File: src/inc/tfr_cfg.svh
`ifndef TFR_CFG_SVH
`define TFR_CFG_SVH

// core clock
`define TFR_CLK_MHZ 10

// register offsets on the access port
`define TFR_OFS_SENSE 8'h02
`define TFR_OFS_POWER 8'h27
`define TFR_OFS_RES_HI 8'h28
`define TFR_OFS_RES_LO 8'h29

// reset values: all three channels on, FIR code 0, inner elements
`define TFR_SENSE_RESET 32'h000001C0
`define TFR_POWER_RESET 7'h00

// field positions
`define TFR_F_MODE 1:0
`define TFR_F_INACT 6:4
`define TFR_F_POWER 6:0
`define TFR_F_BW 23:21
`define TFR_F_HALL 20:19
`define TFR_F_CHEN 8:6
`define TFR_HALL_INNER 2'h0
`define TFR_HALL_SUMMED 2'h2

// timing, in microseconds as printed; then a duty-cycle count and a timer limit in clock cycles
`define TFR_TEMP_PERIOD_US 8000
`define TFR_POD_US 8000
`define TFR_INACT_BASE_US 500
`define TFR_TEMP_EVERY 4'hA
`define TFR_TIMER_MAX 24'hFFFFFF

// inactive time in multiples of 0.5 ms, index = code (code 7 at top)
`define TFR_INACT_MULT {11'd2000, 11'd1000, 11'd200, 11'd100, \
    11'd20, 11'd10, 11'd2, 11'd1}

// update period in us per bandwidth code, {3 ch, 2 ch, 1 ch}
`define TFR_UPD_US_BW0 {10'd495, 10'd330, 10'd160}
`define TFR_UPD_US_BW1 {10'd255, 10'd170, 10'd80}
`define TFR_UPD_US_BW2 {10'd135, 10'd90, 10'd40}
`define TFR_UPD_US_BW4 {10'd207, 10'd138, 10'd64}
`define TFR_UPD_US_BW5 {10'd111, 10'd74, 10'd32}
`define TFR_UPD_US_BW6 {10'd63, 10'd42, 10'd16}

`endif

File: src/inc/tfr_pkg.sv
package tfr_pkg;

    typedef enum logic [1:0] {
        MODE_ACTIVE = 2'h0,
        MODE_SLEEP = 2'h1,
        MODE_DUTY = 2'h2,
        MODE_RSVD = 2'h3
    } tfr_mode_type;

    // gray order: wake -> measure -> inactive -> sleep
    typedef enum logic [1:0] {
        ST_WAKE = 2'h0,
        ST_MEASURE = 2'h1,
        ST_INACTIVE = 2'h3,
        ST_SLEEP = 2'h2
    } tfr_state_type;

    typedef struct packed {
        logic signed [11:0] x_inner;
        logic signed [11:0] y_inner;
        logic signed [11:0] z_inner;
        logic signed [11:0] x_east;
        logic signed [11:0] x_west;
        logic signed [11:0] y_north;
        logic signed [11:0] y_south;
        logic [11:0] temp;
    } tfr_elems_type;

    typedef struct packed {
        logic signed [11:0] x;
        logic signed [11:0] y;
        logic signed [11:0] z;
    } tfr_axes_type;

    typedef struct packed {
        tfr_state_type state;
        logic [23:0] timer;
        logic [23:0] temp_timer;
        logic [3:0] duty_cnt;
        logic [31:0] sense_cfg;
        logic [6:0] power;
        tfr_axes_type axes;
        logic [11:0] temp;
        logic [1:0] hall_stat;
        logic new_flag;
        logic int_flag;
        logic [31:0] lo_snap;
        logic snap_valid;
        logic [31:0] rdata;
    } tfr_top_state_type;

endpackage : tfr_pkg

File: src/design/tfr_axis_fmt.sv
`timescale 1ns/100ps

module tfr_axis_fmt (
    // element values
    input wire logic signed [11:0] inner,
    input wire logic signed [11:0] outer_a,
    input wire logic signed [11:0] outer_b,
    // scheme
    input wire logic summed,
    // result
    output logic signed [11:0] value
);

    logic signed [12:0] sum;

    assign sum = 13'(outer_a) + 13'(outer_b);

    // the pair sum saturates instead of wrapping, so a strong field
    // never flips sign in the result
    always_comb begin
        if (!summed) begin
            value = inner;
        end else if (sum > 13'sh07FF) begin
            value = 12'sh7FF;
        end else if (sum < -13'sh0800) begin
            value = -12'sh800;
        end else begin
            value = sum[11:0];
        end
    end

endmodule : tfr_axis_fmt

File: src/design/tfr_readout_top.sv
// Behaviour
// - each axis gives 12 bits split over upper and lower result words
// - upper bits above lower bits form a signed two's complement value
// - one continuous read of both result words returns one sample
// - a 12-bit temperature code is split over the same result words
// - temperature valid within 8 ms of power-on, refreshed every 8 ms
// - in duty-cycled mode temperature refreshes once per ten cycles
// - mode field selects active, sleep or duty-cycled operation
// - sleep keeps the access port alive but freezes all results
// - leaving sleep costs the same delay as power-on
// - duty-cycled mode alternates measuring and inactive phases
// - inactive field picks 0.5 to 1000 ms inactive duration
// - active phase length follows bandwidth and enabled channel count
// - bandwidth field: codes 0-2 filtered, 4-6 bypassed, 3 and 7 undefined
// - update period depends on bandwidth code and channel count
// - configuration bits 6, 7, 8 enable X, Y, Z channels
// - scheme field selects inner elements or summed outer elements
// - summed scheme: X east plus west, Y north plus south, Z unchanged
// - interrupt when enabled axis value reaches its threshold
// - fixed bit positions of axis upper and lower parts
// - fresh-sample flag set on new sample, cleared by reading
// - lower word reports the scheme that made the current sample
`timescale 1ns/100ps
`include "tfr_cfg.svh"

module tfr_readout_top #(
    parameter int unsigned TEMP_CYCLES =
        `TFR_TEMP_PERIOD_US * `TFR_CLK_MHZ,
    parameter int unsigned POD_CYCLES = `TFR_POD_US * `TFR_CLK_MHZ,
    parameter int unsigned INACT_BASE_CYCLES =
        `TFR_INACT_BASE_US * `TFR_CLK_MHZ
) (
    // clock and reset
    input wire logic core_clk,
    input wire logic rst,
    // register access port
    input wire logic [7:0] acc_addr,
    input wire logic acc_wr,
    input wire logic acc_rd,
    input wire logic [31:0] acc_wdata,
    output logic [31:0] acc_rdata,
    // sensing elements and temperature, from the converter
    input tfr_pkg::tfr_elems_type elems,
    // threshold compare
    input tfr_pkg::tfr_axes_type int_threshold,
    input wire logic [2:0] int_axis_en,
    output logic int_event
);

    ////////////////////////////////////////////////////////////////////
    // parameter check

    if (TEMP_CYCLES < 1 || TEMP_CYCLES > `TFR_TIMER_MAX ||
        POD_CYCLES < 1 || POD_CYCLES > `TFR_TIMER_MAX ||
        INACT_BASE_CYCLES < 1 ||
        INACT_BASE_CYCLES * 2000 > `TFR_TIMER_MAX) begin : g_bad_param
        $error("tfr_readout_top: timing parameter out of range");
    end

    ////////////////////////////////////////////////////////////////////
    // declarations

    tfr_pkg::tfr_top_state_type q;
    tfr_pkg::tfr_top_state_type d;
    tfr_pkg::tfr_elems_type elems_s;
    tfr_pkg::tfr_axes_type cand;
    tfr_pkg::tfr_mode_type mode;

    logic [2:0] chen;
    logic [2:0] bw;
    logic [1:0] nch;
    logic [1:0] row_idx;
    logic [29:0] upd_row;
    logic [9:0] upd_us;
    logic [23:0] upd_cycles;
    logic [87:0] inact_mult;
    logic [10:0] mult;
    logic [23:0] inact_cycles;
    logic summed;
    logic meas_ok;
    logic sleep_req;
    logic duty;
    logic sample_now;
    logic temp_now;
    logic [2:0] hit;
    logic [31:0] hi_word;
    logic [31:0] lo_word;

    ////////////////////////////////////////////////////////////////////
    // converter inputs cross into the core clock

    tfr_sync #(
        .WIDTH($bits(tfr_pkg::tfr_elems_type))
    ) u_elem_sync (
        .core_clk(core_clk),
        .rst(rst),
        .async_in(elems),
        .sync_out(elems_s)
    );

    ////////////////////////////////////////////////////////////////////
    // configuration decode

    // reserved mode code 3 runs as active: an unknown setting should
    // keep data flowing rather than stall the host
    assign mode = tfr_pkg::tfr_mode_type'(q.power[`TFR_F_MODE]);
    assign sleep_req = (mode == tfr_pkg::MODE_SLEEP);
    assign duty = (mode == tfr_pkg::MODE_DUTY);
    assign chen = q.sense_cfg[`TFR_F_CHEN];
    assign bw = q.sense_cfg[`TFR_F_BW];
    // reserved scheme code 1 falls back to the inner elements
    assign summed = (q.sense_cfg[`TFR_F_HALL] == `TFR_HALL_SUMMED);

    assign nch = {1'b0, chen[0]} + {1'b0, chen[1]} + {1'b0, chen[2]};

    // undefined bandwidth codes and no enabled channel give no sample
    assign meas_ok = (bw[1:0] != 2'h3) && (nch != 2'h0);

    // update period table
    always_comb begin
        unique case (bw)
            3'h0: upd_row = `TFR_UPD_US_BW0;
            3'h1: upd_row = `TFR_UPD_US_BW1;
            3'h2: upd_row = `TFR_UPD_US_BW2;
            3'h4: upd_row = `TFR_UPD_US_BW4;
            3'h5: upd_row = `TFR_UPD_US_BW5;
            3'h6: upd_row = `TFR_UPD_US_BW6;
            default: upd_row = `TFR_UPD_US_BW0;
        endcase
    end

    assign row_idx = (nch == 2'h0) ? 2'h0 : nch - 2'h1;
    assign upd_us = upd_row[10 * row_idx +: 10];
    // active phase = one update period for this setting
    assign upd_cycles = 24'(upd_us * `TFR_CLK_MHZ);

    assign inact_mult = `TFR_INACT_MULT;
    assign mult = inact_mult[11 * q.power[`TFR_F_INACT] +: 11];
    assign inact_cycles = 24'(INACT_BASE_CYCLES * mult);

    ////////////////////////////////////////////////////////////////////
    // axis formatting

    tfr_axis_fmt u_fmt_x (
        .inner(elems_s.x_inner),
        .outer_a(elems_s.x_east),
        .outer_b(elems_s.x_west),
        .summed(summed),
        .value(cand.x)
    );

    tfr_axis_fmt u_fmt_y (
        .inner(elems_s.y_inner),
        .outer_a(elems_s.y_north),
        .outer_b(elems_s.y_south),
        .summed(summed),
        .value(cand.y)
    );

    // z has no outer pair: same data in either scheme
    tfr_axis_fmt u_fmt_z (
        .inner(elems_s.z_inner),
        .outer_a(12'sh000),
        .outer_b(12'sh000),
        .summed(1'b0),
        .value(cand.z)
    );

    ////////////////////////////////////////////////////////////////////
    // result words

    assign hit[0] = int_axis_en[0] && (q.axes.x >= int_threshold.x);
    assign hit[1] = int_axis_en[1] && (q.axes.y >= int_threshold.y);
    assign hit[2] = int_axis_en[2] && (q.axes.z >= int_threshold.z);

    // bit 6 mirrors the event pin; all axis values stay two's complement
    // so the host can sign-extend the concatenated halves directly
    assign hi_word = {
        q.axes.x[11:4],
        q.axes.y[11:4],
        q.axes.z[11:4],
        q.new_flag,
        q.int_flag,
        q.temp[11:6]
    };

    // bit 20 (eeprom write busy) is always clear: no eeprom here
    assign lo_word = {
        12'h000,
        q.axes.x[3:0],
        q.axes.y[3:0],
        q.axes.z[3:0],
        q.hall_stat,
        q.temp[5:0]
    };

    ////////////////////////////////////////////////////////////////////
    // next state

    always_comb begin
        d = q;
        sample_now = 1'b0;
        temp_now = 1'b0;

        // sleep wins in every state, so a sleep request never waits for
        // a long inactive phase to run out
        unique case (q.state)
            tfr_pkg::ST_WAKE: begin
                if (sleep_req) begin
                    d.state = tfr_pkg::ST_SLEEP;
                end else if (q.timer == 24'h000000) begin
                    d.state = tfr_pkg::ST_MEASURE;
                    d.timer = upd_cycles;
                    d.temp_timer = 24'(TEMP_CYCLES);
                    d.duty_cnt = 4'h0;
                    temp_now = 1'b1;
                end else begin
                    d.timer = q.timer - 24'h000001;
                end
            end
            tfr_pkg::ST_MEASURE: begin
                if (sleep_req) begin
                    d.state = tfr_pkg::ST_SLEEP;
                end else begin
                    if (q.timer == 24'h000000) begin
                        sample_now = meas_ok;
                        if (duty) begin
                            d.state = tfr_pkg::ST_INACTIVE;
                            d.timer = inact_cycles;
                            // sparse temperature refresh saves power
                            if (q.duty_cnt == `TFR_TEMP_EVERY - 4'h1) begin
                                temp_now = 1'b1;
                                d.duty_cnt = 4'h0;
                            end else begin
                                d.duty_cnt = q.duty_cnt + 4'h1;
                            end
                        end else begin
                            d.timer = upd_cycles;
                        end
                    end else begin
                        d.timer = q.timer - 24'h000001;
                    end
                    // free-running refresh only while fully active
                    if (!duty) begin
                        if (q.temp_timer == 24'h000000) begin
                            temp_now = 1'b1;
                            d.temp_timer = 24'(TEMP_CYCLES);
                        end else begin
                            d.temp_timer = q.temp_timer - 24'h000001;
                        end
                    end
                end
            end
            tfr_pkg::ST_INACTIVE: begin
                if (sleep_req) begin
                    d.state = tfr_pkg::ST_SLEEP;
                end else if (!duty || q.timer == 24'h000000) begin
                    d.state = tfr_pkg::ST_MEASURE;
                    d.timer = upd_cycles;
                end else begin
                    d.timer = q.timer - 24'h000001;
                end
            end
            tfr_pkg::ST_SLEEP: begin
                // results frozen; the access port below still runs
                if (!sleep_req) begin
                    d.state = tfr_pkg::ST_WAKE;
                    d.timer = 24'(POD_CYCLES);
                end
            end
        endcase

        // a mode write lands at the same edge as any state change, so the
        // new mode steers the machine from the following cycle
        // register writes; result words are read only
        if (acc_wr && acc_addr == `TFR_OFS_SENSE) begin
            d.sense_cfg = acc_wdata;
        end
        if (acc_wr && acc_addr == `TFR_OFS_POWER) begin
            d.power = acc_wdata[`TFR_F_POWER];
        end

        // an upper-word read freezes the lower word, so the pair stays one
        // sample even when a fresh sample lands between the two reads
        // register reads
        if (acc_rd) begin
            case (acc_addr)
                `TFR_OFS_SENSE: d.rdata = q.sense_cfg;
                `TFR_OFS_POWER: d.rdata = {25'h0000000, q.power};
                `TFR_OFS_RES_HI: begin
                    d.rdata = hi_word;
                    // freeze the lower half of this very sample
                    d.lo_snap = lo_word;
                    d.snap_valid = 1'b1;
                    d.new_flag = 1'b0;
                end
                `TFR_OFS_RES_LO: begin
                    d.rdata = q.snap_valid ? q.lo_snap : lo_word;
                    d.snap_valid = 1'b0;
                end
                default: d.rdata = 32'h00000000;
            endcase
        end

        // a new sample after the clear wins over it
        if (sample_now) begin
            d.axes.x = chen[0] ? cand.x : 12'sh000;
            d.axes.y = chen[1] ? cand.y : 12'sh000;
            d.axes.z = chen[2] ? cand.z : 12'sh000;
            d.hall_stat = summed ? `TFR_HALL_SUMMED : `TFR_HALL_INNER;
            d.new_flag = 1'b1;
        end
        if (temp_now) begin
            d.temp = elems_s.temp;
        end

        // unlatched: the event follows the stored sample and drops with it
        d.int_flag = |hit;
    end

    ////////////////////////////////////////////////////////////////////
    // state register

    always_ff @(posedge core_clk) begin
        // only the wake timer and the sensing configuration leave reset non-zero
        if (rst) begin
            q <= '0;
            q.timer <= 24'(POD_CYCLES);
            q.sense_cfg <= `TFR_SENSE_RESET;
            q.power <= `TFR_POWER_RESET;
        end else begin
            q <= d;
        end
    end

    // both outputs come straight from flip-flops
    assign acc_rdata = q.rdata;
    assign int_event = q.int_flag;

endmodule : tfr_readout_top

File: src/design/tfr_sync.sv
`timescale 1ns/100ps

module tfr_sync #(
    parameter int unsigned WIDTH = 1
) (
    // clock and reset
    input wire logic core_clk,
    input wire logic rst,
    // data
    input wire logic [WIDTH-1:0] async_in,
    output logic [WIDTH-1:0] sync_out
);

    typedef struct packed {
        logic [WIDTH-1:0] meta;
        logic [WIDTH-1:0] stable;
        logic [WIDTH-1:0] last;
        logic [WIDTH-1:0] held;
    } tfr_sync_state_type;

    tfr_sync_state_type q;
    tfr_sync_state_type d;

    if (WIDTH < 1) begin : g_bad_width
        $error("tfr_sync: width must be at least one");
    end

    // the first stage feeds only the second stage; a word is passed on
    // only after two equal synchronised samples, so a capture torn by a
    // change between bits never reaches the core (costs two cycles)
    always_comb begin
        d.meta = async_in;
        d.stable = q.meta;
        d.last = q.stable;
        d.held = (q.stable == q.last) ? q.stable : q.held;
    end

    always_ff @(posedge core_clk) begin
        if (rst) begin
            q <= '0;
        end else begin
            q <= d;
        end
    end

    assign sync_out = q.held;

endmodule : tfr_sync

File: config.mk
export PLATFORM = sky130hd
export DESIGN_NAME = tfr_readout_top
export DESIGN_NICKNAME = d
export VERILOG_FILES = /design/src/inc/tfr_pkg.sv /design/src/design/tfr_axis_fmt.sv /design/src/design/tfr_readout_top.sv /design/src/design/tfr_sync.sv
export VERILOG_INCLUDE_DIRS = /design/src /design/src/inc
export SDC_FILE = /design/constraint.sdc
export NUM_CORES = 1
export LEC_CHECK = 0
export BUFFER_PORTS_ARGS = -buffer_cell sky130_fd_sc_hd__buf_2
export CORE_MARGIN = 1
export CORE_UTILIZATION = 60
export CTS_CLUSTER_DIAMETER = 100
export CTS_CLUSTER_SIZE = 20
export DETAILED_ROUTE_END_ITERATION = 10
export GPL_TIMING_DRIVEN = 0
export PLACE_DENSITY = 0.8
export SYNTH_ARGS = -nofsm -noshare
export SYNTH_HDL_FRONTEND = slang
export SYNTH_SLANG_ARGS = --single-unit
File: constraint.sdc
create_clock -name core_clk -period 5.8 [get_ports core_clk]
set_input_delay 1.16 -clock core_clk [delete_from_list [all_inputs] [get_ports core_clk]]
set_output_delay 1.16 -clock core_clk [all_outputs]
set_load 0.02 [all_outputs]
# == Word-level counts from Yosys, hierarchy flattened ==
# Index checks and enable logic that the tools add are counted.
# totals
input_bits,179
ff_bits,582
word_cells,149
output_inout_bits,33
# classes
n_addsub,8
shift,2
n_eq_ne,30
n_lt_le_gt_ge,7
n_mux,53
mul,4
n_reduce_logical,25
# op_table
cell,count
2-to-1 mux 24 bit,7
case mux 29 bit (5 select lines),1
case mux 32 bit (4 select lines),1
2-to-1 mux 12 bit,9
2-to-1 mux 52 bit,2
case mux 26 bit (4 select lines),1
== test 96 bit,1
"indexed part select 88 x 8 -> 11 bit, first input constant",1
case mux 28 bit (2 select lines),1
logical NOT 24 bit,2
"subtractor 24 x 1 -> 24 bit, second input constant",2
>= comparator 12 bit,3
indexed part select 30 x 7 -> 10 bit,1
2-to-1 mux 28 bit,1
adder 12 x 12 -> 13 bit,2
"> comparator 13 x 12 -> 1 bit, second input constant",2
"< comparator 13 x 12 -> 1 bit, second input constant",2
2-to-1 mux 26 bit,1
"== test 8 x 6 -> 1 bit, second input constant",3
"multiplier 10 x 11 -> 21 bit, first input constant",1
2-to-1 mux 20 bit,1
2-to-1 mux 2 bit,9
"inequality test 2 bit, second input constant",9
2-to-1 mux 1 bit,14
other kinds (27),52

# == Longest topological paths before layout ==
# Gate-level depths: netlist of run 1.
# depth
word_depth,11
depth_mapped,20

# == By module ==
# Synthesis of run 1 repeated with hierarchy kept, for this count alone.
# hier_totals
hier_cells,3135
hier_area_um2,28363.5
# by_module_without_submodules
module,cells_per_inst,instances,area_each_um2
tfr_sync,1140,1,13160.1
tfr_readout_top,1664,1,12754.7
tfr_axis_fmt (u_fmt_x ...),112,2,793.3
tfr_axis_fmt (u_fmt_z),107,1,862.1

# == Least setup slack after synthesis of run 1 ==
# Ideal clock, no wire load.
# synth_timing
kind,register to register
from,reg q[122] (netlist name)
to,reg q[206] (netlist name)
arrival_ps,4325
path_slack_ps,1361
required_ps,5685
setup_time_ps,115
path_stages_with_launch,20
path_cell_list,dfxtp_1 > clkbuf_1 > inv_1 > ha_1 > nor2b_1 > clkbuf_1 > inv_1 > fa_1 > inv_1 > ha_1 > ha_1 > inv_1 > fa_1 > nor4b_1 > a21oi_1 > o311ai_0 > a31oi_1 > o21ai_0 > mux2i_1 > o21a_1
# synth_via
elab_chain_len,7
# synth_rtl
element,line,text
from (decl),tfr_readout_top.sv:63,tfr_pkg::tfr_top_state_type q;
multiplier 4 x 3 -> 7 bit,tfr_readout_top.sv:138,assign mult = inact_mult[11 * q.power[`TFR_F_INACT] +: 11];
indexed part select 88 x 8 -> 11 bit,tfr_readout_top.sv:138,
multiplier 10 x 11 -> 21 bit,tfr_readout_top.sv:139,assign inact_cycles = 24'(INACT_BASE_CYCLES * mult);
2-to-1 mux 24 bit,tfr_readout_top.sv:227,if (duty) begin
2-to-1 mux 24 bit,tfr_readout_top.sv:225,if (q.timer == 24'h000000) begin
2-to-1 mux 52 bit,tfr_readout_top.sv:222,if (sleep_req) begin
case mux 26 bit (4 select lines),tfr_readout_top.sv:207,unique case (q.state)
# No other way between the ends. The select of a mux whose other input is x is not followed.
# A chain may end at the register's enable or synchronous reset.

# == Worst setup path in the final report of run 1 ==
# layout_timing
from,reg q[123] (netlist name)
to,reg q[207] (netlist name)
# Same word-level chain as after synthesis.

==> impl_metrics.py, run 1 <==
metrics = {
    "clocking": {
        "numCtsBuffers": 35,
        "postCtsResizedCells": 0,
        "cts-root-buf": "clkbuf_16",
        "post-cts-setup-buffers": 0,
        "clock_path_buffers": 3,
        "worstSkewPairLatency_ps": 580,
        "cts_num_sinks": 580,
        "tritoncts": "done",
        "clkSlewWorstSetupHoldPaths_ps": 80,
        "h-tree-depth": 2,
        "cts_hold_buf": 0,
    },
    "timing": {
        "holdWs_ps": 430,
        "finalCriticalPeriod_ps": 5550,
        "finalHoldViolCount": 0,
        "max_freq_mhz": 180,
        "period_share_pct": 95.7,
        "drv_slew": 0,
        "tightest_slew_ps": 1250,
        "finalClockSkew_ps": 28.5,
        "fin_setup_tns_ps": 0,
        "slew_headroom_pct": 15.8,
        "setup_ws_ps": 250,
        "rsz0062_at_grt": "no",
        "setup_viol_count_final": 0,
    },
    "floorplanning": {
        "coreArea_sq_mm": 0.0421,
        "die_area_sq_mm": 0.0438,
        "die_w_um": 209,
        "start_util_pct": 61.1,
        "die_height_um": 209,
        "placement_rows": 75,
        "ioPinCount": 212,
    },
    "synthesis": {
        "ys_types": 77,
        "synthArstFlopShare_pct": 0,
        "synth-edff-count": 0,
        "synth.top_cell.area_share_pct": 45.1,
        "synthCells": 2785,
        "synth.yosys.seq_area_share_pct": 45.1,
        "mappedNetlistArea_sq_mm": 0.0258,
        "synth_common_cells": "dfxtp_1 (580), nor2b_1 (322), nor2_1 (243)",
        "syn_avg_cell_area_sq_um": 9.25,
        "yosysTopAreaCell": "dfxtp_1",
        "synth_ff_type": "dfxtp_1",
        "ys_seq_elements": 580,
        "yosysMostFrequentCell": "dfxtp_1",
        "syn-num-nets": 3115,
        "synthTopCellsByArea": "dfxtp_1 (45%), nor2b_1 (7.8%), ha_1 (6.8%), mux2i_1 (5.2%), a21oi_1 (3.6%)",
        "yosysWarnings": 0,
    },
    "worst_setup_path": {
        "slowest_stage": "clkbuf_1",
        "cp.required_ps": 6330,
        "ff2ff_path_depth": 15,
        "crit_path_start_kind": "register",
        "path_cells": "clkbuf_1 -> clkbuf_1 -> mux2i_1 -> inv_1 -> ha_1 -> fa_1 -> ha_1 -> ha_1 -> ha_1 -> a21oi_1 -> nor2b_1 -> a41oi_1 -> nand4_1 -> a2111oi_0 -> a211o_1",
        "worst_setup_path_end_kind": "register",
        "worstReg2RegEnd": "q[207]$_SDFFE_PP0P_",
        "worstPathArrival_ps": 6080,
        "cp_common_cell": "ha_1",
        "cp_max_fo": 10,
        "critPathMaxStageDelay_ps": 560,
        "r2r_start": "q[123]$_SDFFE_PP0P_",
        "r2r_slack_ps": 250,
        "criticalPathCategory": "reg2reg",
    },
    "hold_path": {
        "whs_endpoint": "u_elem_sync.d[121]$_SDFF_PP0_",
        "hold_depth": 1,
        "hp-class": "reg2reg",
        "hp-start": "u_elem_sync.d[217]$_SDFF_PP0_",
    },
    "placed_design": {
        "place_worst_setup_slack_ps": 196,
        "globalplace.congestion": 0.985,
        "io_buffers": 209,
        "dp_hpwl_mm": 55.9,
    },
    "routing": {
        "viasPerCell": 5.77,
        "drt-total-wl_mm": 70.9,
        "wl_per_cell_um": 19.8,
        "drc": 0,
        "detail-route-antenna-nets": 0,
        "dr_total_vias": 20600,
        "drt-initial-drc-count": 2034,
        "dr.pass1.iters": 6,
    },
    "grt": {
        "grt_max_degree": 21,
        "gr-total-overflow": 0,
        "grt_pass1_wl_mm": 109,
        "grt_pass1_vias": 19900,
        "antenna_found_initial": 0,
        "grtUsageTotal_pct": 32.1,
    },
    "power": {
        "peakVddDrop_mv": 0.293,
        "p_total_uw": 7200,
        "power_density_mw_per_mm2": 253,
        "leakage_uw": 0.0125,
    },
    "outcome": {
        "status": "finished clean",
    },
    "finish": {
        "num_antenna_cells": 0,
        "final_nets": 3362,
        "synthToLayoutAreaGrowth_pct": 10.3,
        "drive_gt1_share_pct": 10.4,
    },
    "run": {
        "cap_viol_max_count": 0,
    },
}
==> critical path, delay by kind of cell (launching register included) <==
family                     cells  cell delay, ps
AOI/OAI and AO/OA              4            1180
muxes                          1             560
buffers and inverters          3            1160
adders and majority gates      5            1840
and+or+nand+nor                2             230
DFF                            1             520
==> area by class of cell <==
| class | count | area, sq um |
|---|---|---|
| fillers | 3406 | 13700 |
| multi-input cells | 1928 | 13000 |
| flip-flops and latches | 580 | 11600 |
| repair buffers | 210 | 1060 |
| clock buffers | 35 | 876 |
| plain buffers | 182 | 821 |
| well taps | 539 | 674 |
| inverters | 95 | 357 |
| clock inverters | 5 | 53.8 |
==> cell usage in the layout (no fill, tap or decap), drive strengths merged, types with 35 or more instances in the layout <==
master and instances:
dfxtp 580, nor2b 322, buf 259, nor2 243, a21oi 184, nand2 183
clkbuf 167, ha 140, mux2i 134, inv 98, o21ai 86, xnor2 85
xor2 81, nand3 57, nor3 39, a211oi 35
==> flip-flops by register name (all words and copies together), names as in the netlist <==
register	count
u_elem_sync.d	192
q	105
u_elem_sync.q	96
u_elem_sync.sync_out	96
acc_rdata	32
hi_word	31
lo_word	19
bw	3
chen	3
mode	2
int_event	1
==> power breakdown <==
part | switching [uW] | total, uW | internal, uW
clock | 1300 | 2400 | 1100
sequential | 96.4 | 4200 | 4100
combinational | 342 | 600 | 258
==> how the worst max path moves through the flow <==
stage / endpoint / startpoint / cells past startpoint / slack [ps]
floorplan: q[206]$_SDFFE_PP0P_ / q[122]$_SDFFE_PP0P_ / 19 / 1360
global placement: q[206]$_SDFFE_PP0P_ / q[122]$_SDFFE_PP0P_ / 19 / 280
detailed placement: q[206]$_SDFFE_PP0P_ / q[122]$_SDFFE_PP0P_ / 19 / 200
CTS: q[206]$_SDFFE_PP0P_ / q[122]$_SDFFE_PP0P_ / 19 / 150
global route: q[207]$_SDFFE_PP0P_ / q[123]$_SDFFE_PP0P_ / 15 / 7
finish: q[207]$_SDFFE_PP0P_ / q[123]$_SDFFE_PP0P_ / 15 / 250
==> through the flow <==
stage	util (%)	area [sq um]	std cells
2_1_floorplan	-	25800	2785
3_3_place_gp	65.2	27500	3533
3_5_place_dp	65.3	27500	3534
4_1_cts	67.5	28400	3574
5_1_grt	67.5	28400	3574
6_report	67.5	28400	3574
==> layer usage <==
metal | global-route usage [%] | vias to the layer above | wire length (um)
met5 | 0 | - | 0
met2 | 54.7 | 814 | 33400
met4 | 13.4 | 0 | 2760
li1 | - | 9907 | -
met1 | 41.4 | 9741 | 30300
met3 | 3.25 | 146 | 4380
==> cell families (layout without fill, tap and decap cells) <==
family                     Yosys count  count (layout)  share of synthesized area [%]
adders and majority gates          151             151                           7.65
AOI/OAI and AO/OA                  483             483                           11.9
muxes                              135             135                           5.25
and+or+nand+nor                    993             993                           19.9
xor gates and xnor gates           166             166                           5.64
buffers and inverters              277             527                           4.56
DFF                                580             580                           45.1
(Power assumes the default switching activity.)
==> run 2, diff against run 1 <==
--- a/config.mk
+++ b/config.mk
@@ -8,12 +8,13 @@
 export LEC_CHECK = 0
 export BUFFER_PORTS_ARGS = -buffer_cell sky130_fd_sc_hd__buf_2
 export CORE_MARGIN = 1
-export CORE_UTILIZATION = 60
+export CORE_UTILIZATION = 61
 export CTS_CLUSTER_DIAMETER = 100
 export CTS_CLUSTER_SIZE = 20
 export DETAILED_ROUTE_END_ITERATION = 10
 export GPL_TIMING_DRIVEN = 0
-export PLACE_DENSITY = 0.8
+export PLACE_DENSITY = 0.81
 export SYNTH_ARGS = -nofsm -noshare
 export SYNTH_HDL_FRONTEND = slang
+export SYNTH_HIERARCHICAL = 1
 export SYNTH_SLANG_ARGS = --single-unit
==> run 2 against run 1 <==
Net effect: sequential power decreased by 1%; worst setup slack better by 310 ps; utilization increased by 0.92 points; die area increased by 8.2%; count of clock-buffer cells in the layout down 1; clock power about the same; power down 0.79%; clock skew is 7.8 ps higher; first-iteration DRC count decreased by 9.1%; synthesized area is 10% higher; sequential share of layout area is 3.6 points lower; combinational power increased by 0.8%; critical path type unchanged; highest routed layer unchanged.
==> impl_metrics.py, run 2 <==
metrics = {
    "timing": {
        "period_share_pct": 90.4,
        "drv_slew": 0,
        "setup_viol_count_final": 0,
        "slew_headroom_pct": 17.8,
        "max_freq_mhz": 191,
        "fin_setup_tns_ps": 0,
        "finalHoldViolCount": 0,
        "tightest_slew_ps": 1230,
        "rsz0062_at_grt": "no",
        "holdWs_ps": 424,
        "finalCriticalPeriod_ps": 5240,
        "finalClockSkew_ps": 36.3,
    },
    "routing": {
        "drt-initial-drc-count": 1849,
        "dr.max_layer_used": "met4",
        "dr.pass1.iters": 6,
        "detail-route-antenna-nets": 0,
        "met3_length_mm": 4.65,
        "wl_met1_mm": 33.1,
        "dr_total_vias": 22700,
        "drc": 0,
        "viasPerCell": 5.67,
        "wl_met2_mm": 35.6,
        "drt-total-wl_mm": 76.3,
        "wl_per_cell_um": 19.0,
    },
    "worst_setup_path": {
        "criticalPathCategory": "reg2reg",
        "path_cells": "buf_2 -> inv_1 -> ha_1 -> mux2i_1 -> xnor2_1 -> ha_1 -> ha_1 -> ha_1 -> ha_1 -> ha_1 -> a21o_1 -> ha_1 -> nand2_1 -> a2111oi_0 -> a2111oi_2 -> o21ai_0 -> xnor2_1 -> or4_1 -> a21oi_1",
        "worstPathArrival_ps": 5760,
        "slowest_stage": "a2111oi_2",
        "cp_max_fo": 10,
        "path_delay_family": "adder cells",
        "cp_common_cell": "ha_1",
        "critPathMaxStageDelay_ps": 580,
        "worst_setup_path_end_kind": "register",
        "crit_buf_inv": 2,
        "cp.required_ps": 6320,
        "crit_path_start_kind": "register",
    },
    "power": {
        "peakVddDrop_mv": 0.245,
        "p_int_uw": 5400,
        "seq_power_share_pct": 57.9,
        "switchingPower_uw": 1740,
        "clkPwrFrac_pct": 33.6,
        "p_sw_share_pct": 24.4,
        "leakage_uw": 0.0132,
        "power_density_mw_per_mm2": 229,
        "comb_power_share_pct": 8.5,
    },
    "floorplanning": {
        "coreArea_sq_mm": 0.0456,
        "placement_rows": 78,
        "start_util_pct": 62.2,
        "die_area_sq_mm": 0.0474,
        "die_height_um": 218,
        "ioPinCount": 212,
        "die_w_um": 218,
    },
    "finish": {
        "largest_register_ffs": 192,
        "fin_cells": 4005,
        "final_common_cell": "dfxtp_1",
        "final_nets": 3747,
        "num_antenna_cells": 0,
        "drive_gt1_share_pct": 16.6,
        "fillers": 3667,
        "mostFrequentLayoutCells": "dfxtp_1 (580), nor2b_1 (402), nand2_1 (277)",
        "synthToLayoutAreaGrowth_pct": 9.89,
    },
    "clocking": {
        "h-tree-depth": 2,
        "clock_path_buffers": 3,
        "worstSkewPairLatency_ps": 590,
        "numCtsBuffers": 34,
        "cts-root-buf": "clkbuf_16",
        "tritoncts": "done",
        "cts_hold_buf": 0,
        "cts_num_sinks": 580,
        "clkSlewWorstSetupHoldPaths_ps": 100,
    },
    "grt": {
        "grtUsageTotal_pct": 31.9,
        "gr-total-overflow": 0,
        "grt_pass1_wl_mm": 119,
        "grt_pass1_vias": 22200,
        "antenna_found_initial": 0,
        "grt_max_degree": 21,
    },
    "synthesis": {
        "ys_types": 101,
        "syn_avg_cell_area_sq_um": 9.05,
        "synthTopCellsByArea": "dfxtp_1 (41%), nor2b_1 (8.9%), ha_1 (6.7%), a21oi_1 (4.2%), mux2_2 (4.0%)",
        "synth-edff-count": 0,
        "synth_ff_type": "dfxtp_1",
        "yosysTopAreaCell": "dfxtp_1",
        "synth.yosys.seq_area_share_pct": 40.9,
        "synthArstFlopShare_pct": 0,
        "synth.top_cell.area_share_pct": 40.9,
        "yosysMostFrequentCell": "dfxtp_1",
        "yosysWarnings": 6,
        "mappedNetlistArea_sq_mm": 0.0284,
        "synth_common_cells": "dfxtp_1 (580), nor2b_1 (402), nand2_1 (277)",
        "synthCells": 3135,
        "ys_seq_elements": 580,
    },
    "placed_design": {
        "io_buffers": 207,
        "globalplace.congestion": 0.962,
        "dp_cells": 3968,
        "dp_hpwl_mm": 59.8,
    },
    "hold_path": {
        "hp-class": "reg2reg",
    },
    "run": {
        "cap_viol_max_count": 0,
    },
    "outcome": {
        "status": "finished clean",
    },
}
## run 2: area by class of cell
| class | instances | area [sq um] | area share (%) |
|---|---|---|---|
| Clock buffer | 34 | 851 | 2.73 |
| Multi-Input combinational cell | 2179 | 14800 | 47.4 |
| Clock inverter | 3 | 62.6 | 0.201 |
| Inverter | 110 | 413 | 1.32 |
| Tap cell | 600 | 751 | 2.41 |
| Buffer | 292 | 1680 | 5.40 |
| Sequential cell | 580 | 11600 | 37.3 |
| Timing Repair Buffer | 207 | 1040 | 3.32 |
## run 2: cells by family after synthesis
group	share of synthesized area, %
AO/OA/AOI/OAI	12.6
XOR/XNOR	4.63
adder cells (fa/ha/maj)	7.55
buffers and inverters	7.39
flip-flops	40.9
multiplexers	5.36
other	0.0132
AND/OR/NAND/NOR	21.5
## run 2: worst paths after layout
path / startpoint / end / slack (ps) / cells after the start
setup / recovery: q[121]$_SDFFE_PP0P_ / q[203]$_SDFFE_PP0P_ / 560 / 19
hold / removal: u_elem_sync/d[265]$_SDFF_PP0_ / u_elem_sync/d[169]$_SDFF_PP0_ / 420 / 1
setup reg to reg: q[121]$_SDFFE_PP0P_ / q[203]$_SDFFE_PP0P_ / 560 / 19
hold reg to reg: u_elem_sync/d[265]$_SDFF_PP0_ / u_elem_sync/d[169]$_SDFF_PP0_ / 420 / 1
## run 2: what timing repair did
| item | in CTS | in global routing |
|---|---|---|
| endpoints found under the setup margin | 0 | 3 |
| gates resized for setup | 0 | 2 |
| buffers inserted | 0 | 0 |
## run 2: power groups by stage
stage	logic, uW	registers [uW]	clock network, uW
3_5_place_dp	579	4230	0
4_1_cts	582	4140	2430
2_1_floorplan	390	4210	0
5_1_grt	655	4150	2580
3_3_place_gp	568	4230	0
6_report	605	4140	2400
## run 2: worst register-to-register path: cells and delay by family (launching register included)
| family | cells | cell delay [ps] |
|---|---|---|
| xor+xnor | 2 | 360 |
| simple gates | 2 | 530 |
| flops | 1 | 340 |
| fa+ha+maj | 7 | 2010 |
| compound gates | 5 | 1210 |
| mux | 1 | 330 |
| buf+inv | 2 | 410 |
## run 2: per-stage QoR
| stage | setup WS, ps | area [sq um] | total power, uW | utilization (%) |
|---|---|---|---|---|
| after CTS | 138 | 31200 | 7150 | 68.4 |
| after floorplan | 943 | 28500 | 4600 | - |
| after global routing | 199 | 31200 | 7380 | 68.4 |
| after detailed placement | 149 | 30200 | 4810 | 66.4 |
| final | 557 | 31200 | 7140 | 68.4 |
| after global placement | 253 | 30200 | 4790 | 66.4 |
## run 2: per-layer routing
layer  GRT usage, %  vias up
met3           4.03      142
li1               -    11000
met2           54.0      824
met1           41.6    10700
met4           11.8        0
met5              0        -
==> run 3, diff against run 2 <==
==> constraint.sdc (replaced) <==
create_clock -name core_clk -period 5.93 [get_ports core_clk]
set_input_delay 1.186 -clock core_clk [delete_from_list [all_inputs] [get_ports core_clk]]
set_output_delay 1.186 -clock core_clk [all_outputs]
set_load 0.02 [all_outputs]
==> run 3 against run 2 <==
Net effect: utilization about the same; via count about the same; die area unchanged; design area about the same; global-route usage unchanged; count of clock-buffer cells in the layout unchanged; wire length down 0.10%; maximum frequency down 5.3%; non-clock buffer count unchanged; final cell count unchanged; critical endpoint unchanged; combinational power down 2%; highest routed layer unchanged; register-to-register slack worse by 160 ps.
==> impl_metrics.py, run 3 (synthesis gave the netlist of run 2 again) <==
metrics = {
    "clocking": {
        "clkSlewWorstSetupHoldPaths_ps": 100,
        "numCtsBuffers": 34,
        "clock_path_buffers": 3,
        "worstSkewPairLatency_ps": 590,
        "cts-root-buf": "clkbuf_16",
        "h-tree-depth": 2,
        "cts_hold_buf": 0,
        "tritoncts": "done",
        "cts_num_sinks": 580,
    },
    "timing": {
        "period_share_pct": 93.4,
        "slew_headroom_pct": 16.8,
        "drv_slew": 0,
        "setup_viol_count_final": 0,
        "finalClockSkew_ps": 37.2,
        "rsz0062_at_grt": "no",
        "tightest_slew_ps": 1240,
        "finalHoldViolCount": 0,
        "finalCriticalPeriod_ps": 5540,
        "max_freq_mhz": 181,
        "fin_setup_tns_ps": 0,
        "setup_ws_ps": 393,
    },
    "placed_design": {
        "dp_hpwl_mm": 59.8,
        "dp_cells": 3968,
        "io_buffers": 207,
        "globalplace.congestion": 0.962,
        "place_area_sq_mm": 0.0302,
        "place_worst_setup_slack_ps": 279,
    },
    "hold_path": {
        "hp-start": "u_elem_sync/d[265]$_SDFF_PP0_",
        "hold_depth": 1,
        "hp-class": "reg2reg",
        "whs_endpoint": "u_elem_sync/d[169]$_SDFF_PP0_",
    },
    "routing": {
        "drt-total-wl_mm": 76.2,
        "dr.pass1.iters": 6,
        "viasPerCell": 5.67,
        "drt-initial-drc-count": 1824,
        "drc": 0,
        "dr_total_vias": 22700,
        "detail-route-antenna-nets": 0,
        "wl_per_cell_um": 19.0,
    },
    "finish": {
        "largest_register_ffs": 192,
        "final_nets": 3747,
        "fin_cells": 4005,
        "final_util_pct": 68.4,
        "mostFrequentLayoutCells": "dfxtp_1 (580), nor2b_1 (402), nand2_1 (277)",
        "fillers": 3670,
        "final_common_cell": "dfxtp_1",
        "synthToLayoutAreaGrowth_pct": 9.87,
        "num_antenna_cells": 0,
        "drive_gt1_share_pct": 16.6,
        "final_area_sq_mm": 0.0312,
    },
    "floorplanning": {
        "die_area_sq_mm": 0.0474,
        "ioPinCount": 212,
        "placement_rows": 78,
        "die_w_um": 218,
        "start_util_pct": 62.2,
        "coreArea_sq_mm": 0.0456,
        "die_height_um": 218,
    },
    "grt": {
        "antenna_found_initial": 0,
        "gr-total-overflow": 0,
        "grt_max_degree": 21,
        "grt_pass1_vias": 22200,
        "met3_usage_pct": 4.03,
        "globalRouteMet2Util_pct": 54.0,
        "use_met1_pct": 41.6,
        "top_usage_layer": "met2",
        "grt_pass1_wl_mm": 119,
        "grtUsageTotal_pct": 31.9,
    },
    "power": {
        "peakVddDrop_mv": 0.239,
        "power_density_mw_per_mm2": 224,
        "switchingPower_uw": 1700,
        "p_int_uw": 5280,
        "leakage_uw": 0.0132,
        "clkPwrFrac_pct": 33.6,
        "seq_power_share_pct": 58.0,
        "p_sw_share_pct": 24.3,
        "comb_power_share_pct": 8.5,
    },
    "worst_setup_path": {
        "worst_setup_path_end_kind": "register",
        "worstReg2RegEnd": "q[203]$_SDFFE_PP0P_",
        "criticalPathCategory": "reg2reg",
        "ff2ff_path_depth": 19,
        "r2r_slack_ps": 390,
        "crit_path_start_kind": "register",
        "worstPathArrival_ps": 6060,
        "cp.required_ps": 6450,
        "r2r_start": "q[121]$_SDFFE_PP0P_",
        "cp_max_fo": 10,
    },
    "run": {
        "cap_viol_max_count": 0,
    },
    "outcome": {
        "status": "finished clean",
    },
}
[run 3: what timing repair did]
action                                  4_1_cts  5_1_grt
setup buffers                                 0        0
endpoints found under the setup margin        0        2
resized for setup                             0        1
[run 3: worst max-delay path, stage by stage, from the launching register on]
cell	delay, ps
dfxtp_1	350
buf_2	230
inv_1	170
ha_1	340
mux2i_1	330
xnor2_1	170
ha_1	260
ha_1	310
ha_1	190
ha_1	270
ha_1	290
a21o_1	160
ha_1	340
nand4b_1	140
o41ai_1	90
a2111oi_1	790
o21ai_0	260
xnor2_1	210
or4_1	410
a21oi_1	160
[run 3: how the worst max path moves through the flow]
stage / startpoint / end / depth (start not counted)
final: q[121]$_SDFFE_PP0P_ / q[203]$_SDFFE_PP0P_ / 19
after global routing: q[121]$_SDFFE_PP0P_ / q[203]$_SDFFE_PP0P_ / 19
after CTS: q[121]$_SDFFE_PP0P_ / q[203]$_SDFFE_PP0P_ / 19
after detailed placement: q[121]$_SDFFE_PP0P_ / q[203]$_SDFFE_PP0P_ / 19
after global placement: q[123]$_SDFFE_PP0P_ / q[203]$_SDFFE_PP0P_ / 17
after floorplan: q[121]$_SDFFE_PP0P_ / q[203]$_SDFFE_PP0P_ / 19
[run 3: area by class of cell]
type                            count  area (sq um)  share of cell area [%]
Multi-Input combinational cell   2179         14800                    47.4
Clock buffer                       34           851                    2.73
Clock inverter                      3          62.6                   0.201
Buffer                            292          1680                    5.40
Timing Repair Buffer              207          1040                    3.32
Inverter                          110           413                    1.32
Sequential cell                   580         11600                    37.3
Tap cell                          600           751                    2.41
[run 3: metrics by stage]
step	hold slack [ps]	total power [uW]
detailed placement	420	4700
finish	428	6980
floorplan	414	4500
global route	455	7220
CTS	426	6990
global placement	416	4690
[run 3: layer usage]
| layer | wire length [um] | up-vias |
|---|---|---|
| met1 | 33000 | 10700 |
| met2 | 35700 | 830 |
| met3 | 4680 | 136 |
| met4 | 2820 | 0 |
| li1 | - | 11000 |
| met5 | 0 | - |
[run 3: power by group through the flow]
stage | Sequential (uW) | Clock [uW] | Combinational, uW
after global placement | 4130 | 0 | 555
after CTS | 4050 | 2380 | 569
after detailed placement | 4140 | 0 | 566
after global routing | 4060 | 2520 | 640
after floorplan | 4120 | 0 | 382
final | 4050 | 2340 | 591
